[src/include/color_mode_pkg.sv]
package color_mode_pkg;

    // ------------------------------------------------------------
    // Host I/O map
    // ------------------------------------------------------------
    localparam logic [15:0] PIXEL_MASK_PORT   = 16'h03c6;
    localparam logic [7:0]  HIDDEN_RESET      = 8'h00;
    localparam logic [7:0]  PIXEL_MASK_RESET  = 8'hff;

    // ------------------------------------------------------------
    // Unlock sequence
    // ------------------------------------------------------------
    localparam int          UNLOCK_READS      = 4;
    localparam int          CNT_W             = 3;

    // ------------------------------------------------------------
    // Hidden register fields
    // ------------------------------------------------------------
    localparam int          EXT_ENABLE_BIT    = 7;
    localparam int          SEL_ENABLE_BIT    = 6;
    localparam int          RSVD_HI_BIT       = 5;
    localparam int          RSVD_LO_BIT       = 4;
    localparam int          SEL_HI_BIT        = 3;
    localparam int          SEL_LO_BIT        = 0;

    localparam logic [3:0]  SEL_RGB565        = 4'h1;
    localparam logic [3:0]  SEL_RGB888        = 4'h5;
    localparam logic [2:0]  SEL_PWRDN_TOP     = 3'h3;
    localparam logic [3:0]  SEL_GRAY8         = 4'h8;

    typedef enum logic [2:0] {
        MODE_VGA      = 3'b000,
        MODE_RGB555   = 3'b001,
        MODE_RGB565   = 3'b010,
        MODE_RGB888   = 3'b011,
        MODE_PWRDN    = 3'b100,
        MODE_GRAY8    = 3'b101,
        MODE_RESERVED = 3'b110
    } color_mode_t;

endpackage

[src/hdl/color_mode_decode.sv]
module color_mode_decode (
    input  wire logic [7:0]                 hidden_value,
    output color_mode_pkg::color_mode_t     mode
);
    import color_mode_pkg::*;

    // ------------------------------------------------------------
    // Field decode
    // ------------------------------------------------------------
    wire       ext_en  = hidden_value[EXT_ENABLE_BIT];
    wire       sel_en  = hidden_value[SEL_ENABLE_BIT];
    wire [1:0] rsvd    = hidden_value[RSVD_HI_BIT:RSVD_LO_BIT];
    wire [3:0] sel     = hidden_value[SEL_HI_BIT:SEL_LO_BIT];

    // Reserved bits only matter once the selector is in use
    wire sel_ok = (rsvd == 2'b00);

    assign mode = !ext_en                                   ? MODE_VGA      :
                  !sel_en                                   ? MODE_RGB555   :
                  (sel_ok && sel == SEL_RGB565)             ? MODE_RGB565   :
                  (sel_ok && sel == SEL_RGB888)             ? MODE_RGB888   :
                  (sel_ok && sel[3:1] == SEL_PWRDN_TOP)     ? MODE_PWRDN    :
                  (sel_ok && sel == SEL_GRAY8)              ? MODE_GRAY8    :
                                                              MODE_RESERVED;

endmodule

[src/hdl/hidden_color_mode_register.sv]
// Notes on behaviour
// - Four uninterrupted mask-port reads steer the next mask-port access to the hidden register.
// - Any hidden read or write clears the read counter; four reads needed again.
// - The next mask-port read or write after unlock is a hidden access and relocks; other cycles leave the hidden register reachable.
// - Reset clears the hidden register to zero, giving VGA-compatible palette.
// - Colour mode has no effect on video-window modes.
// - Top bit clear means VGA-compatible DAC; other bits ignored.
// - Top bit set, select-enable clear gives RGB 5-5-5; low nibble ignored.
// - Top and select-enable set: low nibble selects a non-5-5-5 extended mode.
// - Nibble 0001 is 5-6-5, 0101 is 8-8-8, 011x power-down, 1000 grayscale.
module hidden_color_mode_register #(
    parameter int                unlock_reads = color_mode_pkg::UNLOCK_READS
) (
    input  wire logic                       mclk,
    input  wire logic                       rst,
    input  wire logic [15:0]                io_addr,
    input  wire logic                       io_rd,
    input  wire logic                       io_wr,
    input  wire logic [7:0]                 io_wdata,
    output logic      [7:0]                 io_rdata,
    output logic                            io_rvalid,
    output logic      [7:0]                 pixel_mask,
    output logic      [7:0]                 hidden_color_mode_select,
    output logic                            hidden_armed,
    output color_mode_pkg::color_mode_t     color_mode
);
    import color_mode_pkg::*;

    // ------------------------------------------------------------
    // Parameter check
    // ------------------------------------------------------------
    if (unlock_reads < 1 || unlock_reads >= (1 << CNT_W))
    begin
        $error("unlock_reads out of range for counter width");
    end

    localparam logic [CNT_W-1:0] UNLOCK_CNT = CNT_W'(unlock_reads);

    // ------------------------------------------------------------
    // Decode
    // ------------------------------------------------------------
    logic [CNT_W-1:0] cnt_reg;
    logic [CNT_W-1:0] cnt_next;
    logic [7:0]       hidden_reg;
    logic [7:0]       hidden_next;
    logic [7:0]       mask_reg;
    logic [7:0]       mask_next;
    logic [7:0]       rdata_reg;
    logic [7:0]       rdata_next;
    logic             rvalid_reg;
    logic             armed_reg;
    color_mode_t      mode_reg;
    color_mode_t      mode_next;

    // Reads take priority if a host ever raises both strobes
    wire port_hit   = (io_addr == PIXEL_MASK_PORT);
    wire port_rd    = port_hit && io_rd;
    wire port_wr    = port_hit && io_wr && !io_rd;
    wire unlocked   = (cnt_reg == UNLOCK_CNT);
    wire hidden_acc = unlocked && (port_rd || port_wr);

    assign cnt_next = hidden_acc              ? '0 :
                      port_wr                 ? '0 :
                      (port_rd && !unlocked)  ? cnt_reg + 1'b1 :
                                                cnt_reg;

    assign hidden_next = (unlocked && port_wr) ? io_wdata : hidden_reg;
    assign mask_next   = (!unlocked && port_wr) ? io_wdata : mask_reg;
    assign rdata_next  = !port_rd ? rdata_reg :
                         unlocked ? hidden_reg : mask_reg;

    // ------------------------------------------------------------
    // Mode decode; video-window paths take nothing from here
    // ------------------------------------------------------------
    color_mode_decode u_decode (
        .hidden_value (hidden_reg),
        .mode         (mode_next)
    );

    // ------------------------------------------------------------
    // State
    // ------------------------------------------------------------
    always_ff @(posedge mclk or posedge rst)
    begin
        if (rst)
        begin
            cnt_reg    <= '0;
            hidden_reg <= HIDDEN_RESET;
            mask_reg   <= PIXEL_MASK_RESET;
            rdata_reg  <= 8'h00;
            rvalid_reg <= 1'b0;
            armed_reg  <= 1'b0;
            mode_reg   <= MODE_VGA;
        end
        else
        begin
            cnt_reg    <= cnt_next;
            hidden_reg <= hidden_next;
            mask_reg   <= mask_next;
            rdata_reg  <= rdata_next;
            rvalid_reg <= port_rd;
            armed_reg  <= (cnt_next == UNLOCK_CNT);
            mode_reg   <= mode_next;
        end
    end

    assign io_rdata                 = rdata_reg;
    assign io_rvalid                = rvalid_reg;
    assign pixel_mask               = mask_reg;
    assign hidden_color_mode_select = hidden_reg;
    assign hidden_armed             = armed_reg;
    assign color_mode               = mode_reg;

    // ------------------------------------------------------------
    // Checks
    // ------------------------------------------------------------
    property p_hidden_write;
        @(posedge mclk) disable iff (rst)
        (unlocked && port_wr) |=> (hidden_reg == $past(io_wdata)) && (cnt_reg == '0) && (mask_reg == $past(mask_reg));
    endproperty
    a_hidden_write: assert property (p_hidden_write) else $error("hidden write not taken");

    property p_hidden_read;
        @(posedge mclk) disable iff (rst)
        (unlocked && port_rd) |=> io_rvalid && (io_rdata == $past(hidden_reg)) && (cnt_reg == '0) && !hidden_armed;
    endproperty
    a_hidden_read: assert property (p_hidden_read) else $error("hidden read wrong or count kept");

    property p_plain_read;
        @(posedge mclk) disable iff (rst)
        (!unlocked && port_rd) |=> (io_rdata == $past(mask_reg)) && (cnt_reg == $past(cnt_reg) + 1'b1);
    endproperty
    a_plain_read: assert property (p_plain_read) else $error("mask read did not count");

    property p_stay_unlocked;
        @(posedge mclk) disable iff (rst)
        (unlocked && !port_rd && !port_wr) |=> unlocked && hidden_armed;
    endproperty
    a_stay_unlocked: assert property (p_stay_unlocked) else $error("unlock lost without access");

    property p_early_write;
        @(posedge mclk) disable iff (rst)
        (!unlocked && port_wr) |=> (cnt_reg == '0) && $stable(hidden_reg) && (mask_reg == $past(io_wdata));
    endproperty
    a_early_write: assert property (p_early_write) else $error("early write did not restart count");

    property p_reset_clear;
        @(posedge mclk)
        rst |-> (hidden_reg == HIDDEN_RESET) && (color_mode == MODE_VGA) && (cnt_reg == '0);
    endproperty
    a_reset_clear: assert property (p_reset_clear) else $error("reset did not clear hidden register");

    property p_vga;
        @(posedge mclk) disable iff (rst)
        !hidden_reg[EXT_ENABLE_BIT] ##1 !$past(hidden_reg[EXT_ENABLE_BIT]) |-> color_mode == MODE_VGA;
    endproperty
    a_vga: assert property (p_vga) else $error("VGA mode not selected");

    property p_rgb555;
        @(posedge mclk) disable iff (rst)
        (hidden_reg[EXT_ENABLE_BIT] && !hidden_reg[SEL_ENABLE_BIT]) |=> color_mode == MODE_RGB555;
    endproperty
    a_rgb555: assert property (p_rgb555) else $error("5-5-5 mode not selected");

    property p_rgb565;
        @(posedge mclk) disable iff (rst)
        (hidden_reg == 8'hc1) |=> color_mode == MODE_RGB565;
    endproperty
    a_rgb565: assert property (p_rgb565) else $error("5-6-5 mode not selected");

    property p_select_codes;
        @(posedge mclk) disable iff (rst)
        (hidden_reg[7:1] == 7'h63) |=> (color_mode == MODE_PWRDN) ##0
        ($past(hidden_reg[7:1]) == 7'h63);
    endproperty
    a_select_codes: assert property (p_select_codes) else $error("power-down code not decoded");

endmodule

[config.mk]
export PLATFORM = sky130hd
export DESIGN_NAME = hidden_color_mode_register
export DESIGN_NICKNAME = d
export VERILOG_FILES = /design/src/include/color_mode_pkg.sv /design/src/hdl/color_mode_decode.sv /design/src/hdl/hidden_color_mode_register.sv
export SDC_FILE = /design/constraint.sdc
export NUM_CORES = 1
export LEC_CHECK = 0
export ABC_AREA = 0
export BUFFER_PORTS_ARGS = -buffer_cell sky130_fd_sc_hd__buf_2
export CAP_MARGIN = 30
export CORE_MARGIN = 8
export CORE_UTILIZATION = 51
export DETAILED_ROUTE_END_ITERATION = 8
export GPL_TIMING_DRIVEN = 1
export PLACE_DENSITY = 0.86
export SETUP_SLACK_MARGIN = 0.02
export SLEW_MARGIN = 20
export SYNTH_ARGS = -nofsm -noshare
export SYNTH_HDL_FRONTEND = slang
export SYNTH_SLANG_ARGS = --single-unit
[constraint.sdc]
create_clock -name mclk -period 3.06 [get_ports mclk]
set_input_delay 0.153 -clock mclk [delete_from_list [all_inputs] [get_ports mclk]]
set_output_delay 0.153 -clock mclk [all_outputs]
set_load 0.01 [all_outputs]
### Word level (Yosys, flattened, before mapping)

Index checks and enable logic that the tools add are counted.

* ROM bits: 0
* latch bits: 0
* memory bits (writable): 0
* flip-flop bits (word level): 32
* memories: 0
* input port bits: 28
* output and inout bits: 29

* shifts and indexed selects: 0
* bitwise logic cells: 0
* reduce and logical (&&, ||, !) cells: 15
* multiplexer cells: 10
* div/mod/pow operators: 0
* $mul: 0
* add/sub/neg operators: 1
* order comparisons: 0
* equality and inequality tests: 7

Operators by type and width (number)
* 3-bit two-way mux: 8
* 16-bit by 10-bit == test with 1-bit output (second input constant): 1
* 1-bit logical AND: 11
* 8-bit two-way mux: 1
* 3-bit == test (second input constant): 2
* 4-bit by 1-bit == test with 1-bit output (second input constant): 1
* 4-bit by 3-bit == test with 1-bit output (second input constant): 1
* 4-bit == test (second input constant): 1
* 3-bit by 1-bit adder with 3-bit output (second input constant): 1
* 3-bit by 2-bit == test with 1-bit output (second input constant): 1
* 1-bit zero test: 2
* 2-bit zero test: 1
* 2-bit two-way mux: 1
* 1-bit logical OR: 1

### Depth between registers and ports, before layout

Gate-level depths: netlist (run 1).

* word-level depth: 8
* gate-level depth with buffers: 7
* gate-level depth less buffers: 6

### By module

From an unflattened synthesis (run 1), not the netlist that was laid out.

* cell total of the unflattened synthesis: 115
* area, all modules: 1453.9 sq um

By module, submodules not included
* hidden_color_mode_register: instances 1, area each 1380.1 sq um, sequential area each 810.8 sq um, cells each 104
* color_mode_decode: instances 1, area each 73.8 sq um, sequential area each 0.0 sq um, cells each 11

### Worst setup path after synthesis (run 1)

No wires, ideal clock.

* kind: input port to flip-flop
* start: input port io_addr[13]
* end: register hidden_reg[0] (netlist: hidden_color_mode_select[0])
* setup slack: 864 ps
* arrival: 2071 ps
* buffers on the path: 0
* cell stages on the path: 4
* path through: or4b_1 > or4_1 > nor4_4 > mux2_2

* word-level cells in the longest chain between the ends: 4

Ends and longest elaborated chain
* from (decl): line hidden_color_mode_register.sv:16 `input wire logic [15:0] io_addr,`
* 16-bit by 10-bit == test with 1-bit output: line hidden_color_mode_register.sv:56 `wire port_hit = (io_addr == PIXEL_MASK_PORT);`
* 1-bit logical AND (2 in series): line hidden_color_mode_register.sv:58 `wire port_wr = port_hit && io_wr && !io_rd;`
* 1-bit logical AND: line hidden_color_mode_register.sv:67 `assign hidden_next = (unlocked && port_wr) ? io_wdata : hidden_reg;`
* to (signal assigned): line hidden_color_mode_register.sv:98 `hidden_reg <= hidden_next;`
* to (decl): line hidden_color_mode_register.sv:44 `logic [7:0] hidden_reg;`

Every way passes these cells.
A chain may end at the register's enable or synchronous reset.

### Worst setup path in the final report (run 1)

* start: register cnt_reg[0]
* end: register mask_reg[1] (netlist: pixel_mask[1])

* word-level cells in the longest chain between the ends: 3

Ends and longest elaborated chain
* from (decl): line hidden_color_mode_register.sv:42 `logic [CNT_W-1:0] cnt_reg;`
* from (signal assigned): line hidden_color_mode_register.sv:97 `cnt_reg <= cnt_next;`
* 3-bit == test: line hidden_color_mode_register.sv:59 `wire unlocked = (cnt_reg == UNLOCK_CNT);`
* 1-bit zero test: line hidden_color_mode_register.sv:68 `assign mask_next = (!unlocked && port_wr) ? io_wdata : mask_reg;`
* 1-bit logical AND: line hidden_color_mode_register.sv:68
* to (signal assigned): line hidden_color_mode_register.sv:99 `mask_reg <= mask_next;`
* to (decl): line hidden_color_mode_register.sv:46 `logic [7:0] mask_reg;`

Every way passes these cells.

==> run metrics, run 1 <==
outcome=complete, no violations; starting density of the core=between 50% and 60%; Max Fanout on Critical Path=11; final std cells w/o fill=213; Avg Inst Size Synth=between 10 and 15 µm²; I/O pin cnt=57; crit path DAT=~2.5 ns; root buf cell=clkbuf_4; Pleak=about 1.0 nW; Die ar.=around 4800 µm²; synthesized area=around 1400 µm²; syn nets=between 100 and 150; first-pass GRT wire length=between 5000 and 6000 µm; DRT Pass-1 Iters=4; TNS Setup=0 ns; CP required=about 3.3 ns; Gate Count Post-Synth=approximately 120; vias in the first global route=1241; initial drt markers=between 60 and 70; Worst setup SP type=flip-flop; CP bufs+invs=1; Area Overhead vs Synth=27.82%; fin crit period=2.246 ns; Routed Antenna Nets=0; WL/cell=17.22 µm; Post-DP HPWL=between 2000 and 3000 µm; leading post-synthesis cells by cell area=dfrtp_1, dfstp_2, mux2_2; CP max stage cell=dfrtp_1; post-cts sizing count=0; Worst-path clk slew=0.10 ns; largest net degree at the start of global routing=22; Cells after DPL=204; Post-synth EDFFs=0; fraction of registers with async set/reset=100.0%; vias post-DR=1181; sequential fraction of the synthesis area=56.15%; Slew headroom=about three fifths; drt total wl=approximately 3700 µm; share of cells above drive strength 1=approximately half; port buffer count=56; Min Hold Slack=around 0.07 ns; # Post-CTS Setup Buffers=0; total track usage=between 15 and 20%; gr ovfl total=0; Post-CTS Hold Buffers=1; CTS tree=built; row count=19; pwr dens=about 400 nW/µm²; CP most frequent cell=nand2_1; VDD IR-drop max=approximately 400 µV; via/cell ratio=5.545; Main synth FF type=dfrtp_1; Clock Latency Late Sink=around 0.33 ns; Yosys cell types=26; Worst Max-Slew Pin Slew=approximately 0.57 ns; top cell type by total area after synthesis=dfrtp_1; Tcrit/Tclk final=73.41%; clk buf depth=2; Max Slew Vio Count=0; DR DRC count=0; Clock Skew=0.01048 ns; max-cap violation count=0; Core ar.=roughly 2700 µm²; RSZ-0062 raised after global routing=no; Die X=69.21 µm; Setup-failing EPs final=0; ANT cells=0; routability cong.=between 0.7 and 0.8; Hold Violations, Final=0; hold crit path type=input pin to flip-flop; CP Class=flip-flop to flip-flop; f_max=roughly 450 MHz; Num CTS Buffers=5; # fillers=between 200 and 250; Critical Path End Type=flip-flop; CP delay by family, top=simple AND/OR/NAND/NOR gates; Ys Warns=0; crit-path max cell delay=0.44 ns; Die Ht=69.21 µm; Synth top area share=around two fifths; worst-path cell chain=inv_1, ha_1, nand2_1, nand2_1, nor3_4, mux2_2; FF+latch count, synth=32; H-tree depth=2; final-stage net count=around 210; initial antenna violation count=0; Clock Sinks=32
where the power goes:
| group | leakage (nW) | total, W | switching, W | internal [W] |
|---|---|---|---|---|
| registers | 0.418 | 0.000423 | 0.0000000306 | 0.000423 |
| logic | 0.550 | 0.0000350 | 0.0000186 | 0.0000164 |
| clock network | 0.0386 | 0.000272 | 0.000137 | 0.000135 |
| total | 1.01 | 0.000730 | 0.000155 | 0.000575 |
final timing paths:
| path | start | end | slack [ns] | cells past startpoint |
|---|---|---|---|---|
| max in group asynchronous | rst | pixel_mask[7] | 2.11 | 4 |
| worst max register to register | cnt_reg[0] | pixel_mask[1] | 0.81 | 6 |
| worst min register to register | io_rdata[5] | io_rdata[5] | 0.48 | 2 |
| worst max-delay path | cnt_reg[0] | pixel_mask[1] | 0.81 | 6 |
| min in group asynchronous | rst | io_rvalid | 0.36 | 3 |
| worst min-delay path | io_wdata[5] | hidden_color_mode_select[5] | 0.07 | 2 |
worst reg2reg max path, stage by stage (launching register included):
cell and delay [ns]:
dfrtp_1 0.44, inv_1 0.07, ha_1 0.21, nand2_1 0.44, nand2_1 0.19, nor3_4 0.42
mux2_2 0.41
cell families after synthesis:
logic type	after synthesis	synth area share, %
AOI/OAI and AO/OA	16	6.499
xor gates and xnor gates	1	0.6067
adders and majority gates	2	1.733
buffers and inverters	10	2.600
DFF	32	56.15
muxes	24	18.02
and+or+nand+nor	34	14.39
Yosys cell counts (3+ instances only):
library cell / instances
dfrtp_1: 24
mux2i_1: 8
o21ai_0: 11
dfstp_2: 8
nand2_1: 16
inv_1: 7
or4b_1: 3
mux2_2: 16
nor3_1: 4
cell type report:
type,instances,area [µm²],share of cell area (%)
clock buffers,8,68.82,3.729
repair buffers,58,305.3,16.54
flip-flops and latches,32,810.8,43.93
inverters,7,26.28,1.424
multi-input cells,77,595.6,32.27
well taps,31,38.79,2.102
metal layers:
layer	GRT usage [%]	share of wire [%]	routed length (µm)	vias up
li1	-	-	-	542
met1	16.26	39	1433	584
met2	25.82	53	1958	46
met3	4.292	5.0	184	9
met4	9.339	2.5	92	0
met5	0	0	0	-
layout by cell type (no fill, tap or decap), drive strengths merged, types with 3 or more instances in the layout:
cell type | netlist | routed
dfrtp | 24 | 24
buf | 1 | 57
mux2 | 16 | 16
clkbuf | 2 | 8
or4b | 3 | 3
inv | 7 | 7
nor3 | 5 | 5
nand2 | 16 | 16
o21ai | 11 | 11
mux2i | 8 | 8
dfstp | 8 | 8
metrics by stage:
stage	setup WS, ns	total power (W)	area, µm²	utilization, %
finish	0.8137	0.0007300	1846	67.51
global route	0.7531	0.0007605	1846	67.51
CTS	0.8341	0.0007364	1846	67.51
detailed placement	0.5994	0.0004655	1767	64.62
global placement	0.6607	0.0004609	1752	64.07
floorplan	0.8640	0.0004426	1444	-
Power figures use the tool's default switching activity.
==> inputs of run 2 (changes only) <==
- CORE_UTILIZATION: 51 -> 47
- PLACE_DENSITY: 0.86 -> 0.81
- clock period: 3.06 -> 2.23 ns (I/O delays scaled with it)
==> run 2 against run 1 <==
- first-iteration DRC count decreased by 53%
- flip-flop and latch count unchanged
- die area increased by 6.5%
- count of clock-buffer cells in the layout decreased by 3
- critical endpoint is now hidden_color_mode_select[7]
- via count decreased by 3.3%
- global-route usage decreased by 0.52 points
- worst hold slack got worse by 0.036 ns
- clock power increased by 56%
- core utilization decreased by 4.3 points
==> run metrics, run 2 (synthesis gave the netlist of run 1 again) <==
outcome=complete, no violations (unchanged); crit path DAT=2.12 ns (was 2.50 ns); Seq pwr share=55.3% (was 58.0%); post-cts sizing count=0 (unchanged); placed inst area=1792 µm² (was 1767 µm²); port buffer count=56 (unchanged); drt total wl=3633 µm (was 3668 µm); met3 wire length=177 µm (was 184 µm); H-tree depth=2 (unchanged); # fillers=244 (was 210); WL met1=1464 µm (was 1433 µm); Max Slew Vio Count=0 (unchanged); clk buf depth=2 (unchanged); Clock Sinks=32 (unchanged); Die Ht=71.43 µm (was 69.21 µm); Clock Latency Late Sink=0.32 ns (was 0.33 ns); Die ar.=5102 µm² (was 4790 µm²); Worst Max-Slew Pin Slew=0.4248 ns (was 0.5712 ns); Hold Violations, Final=0 (unchanged); worst-path cell chain=buf_2, or4b_1, or4_1, nor4_4, buf_4, mux2_2 (was inv_1, ha_1, nand2_1, nand2_1, nor3_4, mux2_2); root buf cell=clkbuf_4 (unchanged); crit-path max cell delay=0.58 ns (was 0.44 ns); Clock Skew=0.009574 ns (was 0.01048 ns); WL/cell=16.59 µm (was 17.22 µm); row count=20 (was 19); hold crit path type=input pin to flip-flop (unchanged); most common cell after layout, fill and taps aside=buf_2 (unchanged); Max Fanout on Critical Path=8 (was 11); Worst-path clk slew=0.09 ns (was 0.10 ns); highest routed layer=met4 (unchanged); Slew headroom=71.59% (was 61.83%); routability cong.=0.7082 (was 0.7786); CP Class=input pin to flip-flop (was flip-flop to flip-flop); Final Power=0.001050 W (was 0.0007300 W); most frequent cells in the layout=buf_2, dfrtp_1, nand2_1, mux2_2, o21ai_0 (unchanged); CP required=2.44 ns (was 3.32 ns); ANT cells=0 (unchanged); Post-DP HPWL=2882 µm (was 2899 µm); pwr dens=558.2 nW/µm² (was 395.5 nW/µm²); CP bufs+invs=2 (was 1); final-stage net count=215 (was 211); Die X=71.43 µm (was 69.21 µm); I/O pin cnt=57 (unchanged); initial drt markers=29 (was 62); CP max stage cell=or4_1 (was dfrtp_1); via/cell ratio=5.215 (was 5.545); Num CTS Buffers=5 (unchanged); Pleak=1.026 nW (was 1.007 nW); initial antenna violation count=0 (unchanged); first-pass GRT wire length=5927 µm (was 5906 µm); share of cells above drive strength 1=51.61% (was 50.00%); DRT Pass-1 Iters=4 (unchanged); Critical Path End Type=flip-flop (unchanged); met2 WL=1923 µm (was 1958 µm); max-cap violation count=0 (unchanged); vias post-DR=1142 (was 1181); VDD IR-drop max=428.0 µV (was 399.9 µV); total track usage=14.69% (was 15.21%); CTS tree=built (unchanged); starting density of the core=48.49% (was 52.81%); CP delay by family, top=simple AND/OR/NAND/NOR gates (unchanged); switching share of total power=20.43% (was 21.27%); DR DRC count=0 (unchanged); sw power=0.0002146 W (was 0.0001553 W); post-route cell area=1882 µm² (was 1846 µm²); Area Overhead vs Synth=30.33% (was 27.82%); Worst setup SP type=input pin (was flip-flop); Routed Antenna Nets=0 (unchanged); largest net degree at the start of global routing=33 (was 22); clock share of power=40.3% (was 37.2%); Internal=0.0008358 W (was 0.0005747 W); f_max=522.2 MHz; fin crit period=around 1.9 ns; Tcrit/Tclk final=between 80 and 90%; Comb power frac=4.4% (was 4.8%); RSZ-0062 raised after global routing=no (unchanged); vias in the first global route=1268 (was 1241); gr ovfl total=0 (unchanged); Core ar.=2978 µm² (was 2734 µm²); Setup-failing EPs final=0 (unchanged)
-- run 2: layout make-up --
type	count	area [µm²]	share of cell area (%)
clock inverter	3	42.54	2.261
inverter	7	26.28	1.396
tap	33	41.29	2.194
clock buffer	5	37.54	1.995
sequential	32	810.8	43.09
timing repair buffer	62	327.8	17.42
multi-input combinational	77	595.6	31.65
-- run 2: final timing paths --
check / startpoint / end / slack, ns / cells past startpoint
worst min-delay path: io_wdata[0] / pixel_mask[0] / 0.04 / 2
min in group asynchronous: rst / io_rdata[4] / 0.41 / 4
max in group asynchronous: rst / pixel_mask[0] / 1.49 / 4
worst max-delay path: io_addr[13] / hidden_color_mode_select[7] / 0.31 / 6
worst min register to register: io_rdata[2] / io_rdata[2] / 0.49 / 2
worst max register to register: cnt_reg[0] / pixel_mask[5] / 0.39 / 6
-- run 2: metrics by stage --
stage | hold slack, ns | utilization [%] | std cells | setup slack (ns) | setup TNS [ns]
final | 0.03629 | 63.19 | 219 | 0.3148 | 0
after global routing | 0.02601 | 63.19 | 219 | 0.2606 | 0
after CTS | 0.02900 | 63.19 | 219 | 0.3274 | 0
after detailed placement | 0.2145 | 60.17 | 210 | -0.01626 | -0.04669
after global placement | 0.1983 | 60.17 | 210 | 0.01966 | 0
after floorplan | 0.2218 | - | 119 | 0.07548 | 0
-- run 2: what timing repair did --
action	4_1_cts	5_1_grt
buffers inserted	0	0
endpoints found under the setup margin	0	0
hold buffers	1	0
endpoints found under the hold margin	24	0
-- run 2: power by group through the flow --
stage	Sequential, W	Clock, W	Combinational, W
after detailed placement	0.000592	0	0.0000456
after floorplan	0.000592	0	0.0000158
after global placement	0.000592	0	0.0000423
after global routing	0.000581	0.000457	0.0000514
final	0.000581	0.000423	0.0000467
after CTS	0.000581	0.000438	0.0000471
-- run 2: routing by layer --
layer  vias up  global-route usage, %
li1        557                      -
met4         0                  6.697
met5         -                      0
met1       548                  15.55
met3         6                  3.766
met2        31                  26.53
-- run 2: worst register-to-register path: stages (launching register included) --
cell and delay (ns):
dfrtp_1 0.44, inv_1 0.07, ha_1 0.22, nand2_1 0.16, nand2_1 0.13, nor3_4 0.37
mux2_2 0.40
==> inputs of run 3 (changes only) <==
- PLACE_DENSITY: 0.81 -> 0.89
==> run 3 against run 2 <==
- clock skew shrank 0.00058 ns
- worst hold slack gained 0.0063 ns
- power shrank 8.8%
- highest routed layer unchanged
==> run metrics, run 3 (synthesis gave the netlist of run 1 again) <==
crit path DAT=2.11 ns (was 2.12 ns); reg2reg end=pixel_mask[1] (was pixel_mask[5]); I/O pin cnt=57 (unchanged); first-pass GRT wire length=5644 µm (was 5927 µm); Post-DP HPWL=2731 µm (was 2882 µm); Worst Max-Slew Pin Slew=0.3720 ns (was 0.4248 ns); # fillers=241 (was 244); # Post-CTS Setup Buffers=0 (unchanged); CP bufs+invs=2 (unchanged); CP delay by family, top=simple AND/OR/NAND/NOR gates (unchanged); worst r2r path cells=7 (was 6); Area Overhead vs Synth=29.90% (was 30.33%); Clock Skew=0.008993 ns (was 0.009574 ns); TNS Setup=0 ns (unchanged); Worst setup SP type=input pin (unchanged); post-route cell area=1876 µm² (was 1882 µm²); starting density of the core=48.49% (unchanged); Die X=71.43 µm (unchanged); WL/cell=15.41 µm (was 16.59 µm); Comb power frac=4.6% (was 4.4%); vias post-DR=1141 (was 1142); H-tree depth=2 (unchanged); initial drt markers=45 (was 29); R2R Setup Slk=0.50 ns (was 0.39 ns); Worst-path clk slew=0.10 ns (was 0.09 ns); sw power=0.0002002 W (was 0.0002146 W); placed inst area=1807 µm² (was 1792 µm²); total track usage=13.99% (was 14.69%); routability cong.=0.7288 (was 0.7082); outcome=complete, no violations (unchanged); Hold Violations, Final=0 (unchanged); vias in the first global route=1199 (was 1268); Num CTS Buffers=5 (unchanged); Clock Latency Late Sink=0.32 ns (about the same); Worst path depth=6 (unchanged); CP max stage cell=or4_1 (unchanged); Critical Path End Type=flip-flop (unchanged); DRT Pass-1 Iters=4 (unchanged); worst-path cell chain=buf_2, or4b_1, or4_1, nor4_4, buf_4, mux2_2 (unchanged); initial antenna violation count=0 (unchanged); hold crit path type=input pin to flip-flop (unchanged); f_max=523.5 MHz (was 522.2 MHz); Routed Antenna Nets=0 (unchanged); crit-path max cell delay=0.59 ns (was 0.58 ns); via/cell ratio=5.163 (was 5.215); largest net degree at the start of global routing=33 (unchanged); fin crit period=1.910 ns (was 1.915 ns); VDD IR-drop max=315.9 µV (was 428.0 µV); final-stage net count=217 (was 215); most frequent cells in the layout=buf_2, dfrtp_1, nand2_1, mux2_2, o21ai_0 (unchanged); drt total wl=3406 µm (was 3633 µm); CP Class=input pin to flip-flop (unchanged); clk buf depth=2 (unchanged); Max Slew Vio Count=0 (unchanged); Setup-failing EPs final=0 (unchanged); most common cell after layout, fill and taps aside=buf_2 (unchanged); Slew headroom=74.94% (was 71.59%); port buffer count=56 (unchanged); Die ar.=5102 µm² (unchanged); CTS tree=built (unchanged); Seq pwr share=60.6% (was 55.3%); root buf cell=clkbuf_4 (unchanged); Core ar.=2978 µm² (unchanged); Die Ht=71.43 µm (unchanged); RR Startpoint=cnt_reg[0] (unchanged); max-cap violation count=0 (unchanged); Clock Sinks=32 (unchanged); Tcrit/Tclk final=85.65% (was 85.88%); pwr dens=510.5 nW/µm² (was 558.2 nW/µm²); share of cells above drive strength 1=51.06% (was 51.61%); gr ovfl total=0 (unchanged); WHS Path Cells=2 (unchanged); Internal=0.0007574 W (was 0.0008358 W); switching share of total power=20.90% (was 20.43%); Max Fanout on Critical Path=8 (unchanged); Post-CTS Hold Buffers=1 (unchanged); hold wc startpoint=io_wdata[6] (was io_wdata[0]); ANT cells=0 (unchanged); row count=20 (unchanged); clock share of power=34.7% (was 40.3%); DR DRC count=0 (unchanged); Hold EP=pixel_mask[6] (was pixel_mask[0]); CP required=2.43 ns (was 2.44 ns); final core utilization=62.98% (was 63.19%); RSZ-0062 raised after global routing=no (unchanged); post-cts sizing count=0 (unchanged); Pleak=1.028 nW (was 1.026 nW)
run 3: cell count changes in the layout (fill, tap and decap cells not counted):
cell	change
buf_4	+2
bufinv_16	-1
clkbuf_1	+2
clkbuf_8	+1
clkinv_2	-1
clkinvlp_4	-1
run 3: worst max path at each step:
stage / startpoint / end / slack (ns)
final: io_addr[13] / hidden_color_mode_select[0] / 0.32
after detailed placement: io_addr[13] / hidden_color_mode_select[5] / -0.02
after floorplan: io_addr[13] / hidden_color_mode_select[0] / 0.08
after global placement: io_addr[13] / hidden_color_mode_select[5] / 0.01
after CTS: io_addr[13] / hidden_color_mode_select[0] / 0.32
after global routing: io_addr[13] / hidden_color_mode_select[5] / 0.26
run 3: worst reg2reg max path, stage by stage, from the launching register on:
cell and delay [ns]:
dfrtp_1 0.43, inv_1 0.06, ha_1 0.21, nand2_1 0.16, nand2_1 0.11, nor3_4 0.16, buf_4 0.19, mux2_2 0.34
run 3: power by group through the flow:
stage	sequential, W	combinational [W]	clock (W)
6_report	0.000581	0.0000444	0.000332
5_1_grt	0.000581	0.0000496	0.000363
4_1_cts	0.000581	0.0000454	0.000340
3_5_place_dp	0.000592	0.0000440	0
3_3_place_gp	0.000592	0.0000428	0
2_1_floorplan	0.000592	0.0000158	0
run 3: routing by layer:
metal  GRT usage [%]  wire length, µm
met5               0                0
met1           16.43             1513
met2           23.06             1681
met3           3.626              151
met4           6.928               59
run 3: final cells by class:
type                            count  area (µm²)  share of cell area [%]
Clock buffer                        8       58.81                   3.135
Sequential cell                    32       810.8                   43.23
Timing Repair Buffer               64       342.8                   18.28
Inverter                            7       26.28                   1.401
Tap cell                           33       41.29                   2.201
Multi-Input combinational cell     77       595.6                   31.75
run 3: through the flow:
step | power (W) | hold slack, ns | setup WS (ns) | cells
finish | 0.0009576 | 0.04257 | 0.3199 | 221
global placement | 0.0006343 | 0.2060 | 0.01399 | 212
detailed placement | 0.0006355 | 0.2074 | -0.01550 | 212
CTS | 0.0009666 | 0.03157 | 0.3205 | 221
global route | 0.0009934 | 0.03443 | 0.2581 | 221
floorplan | 0.0006073 | 0.2218 | 0.07548 | 119
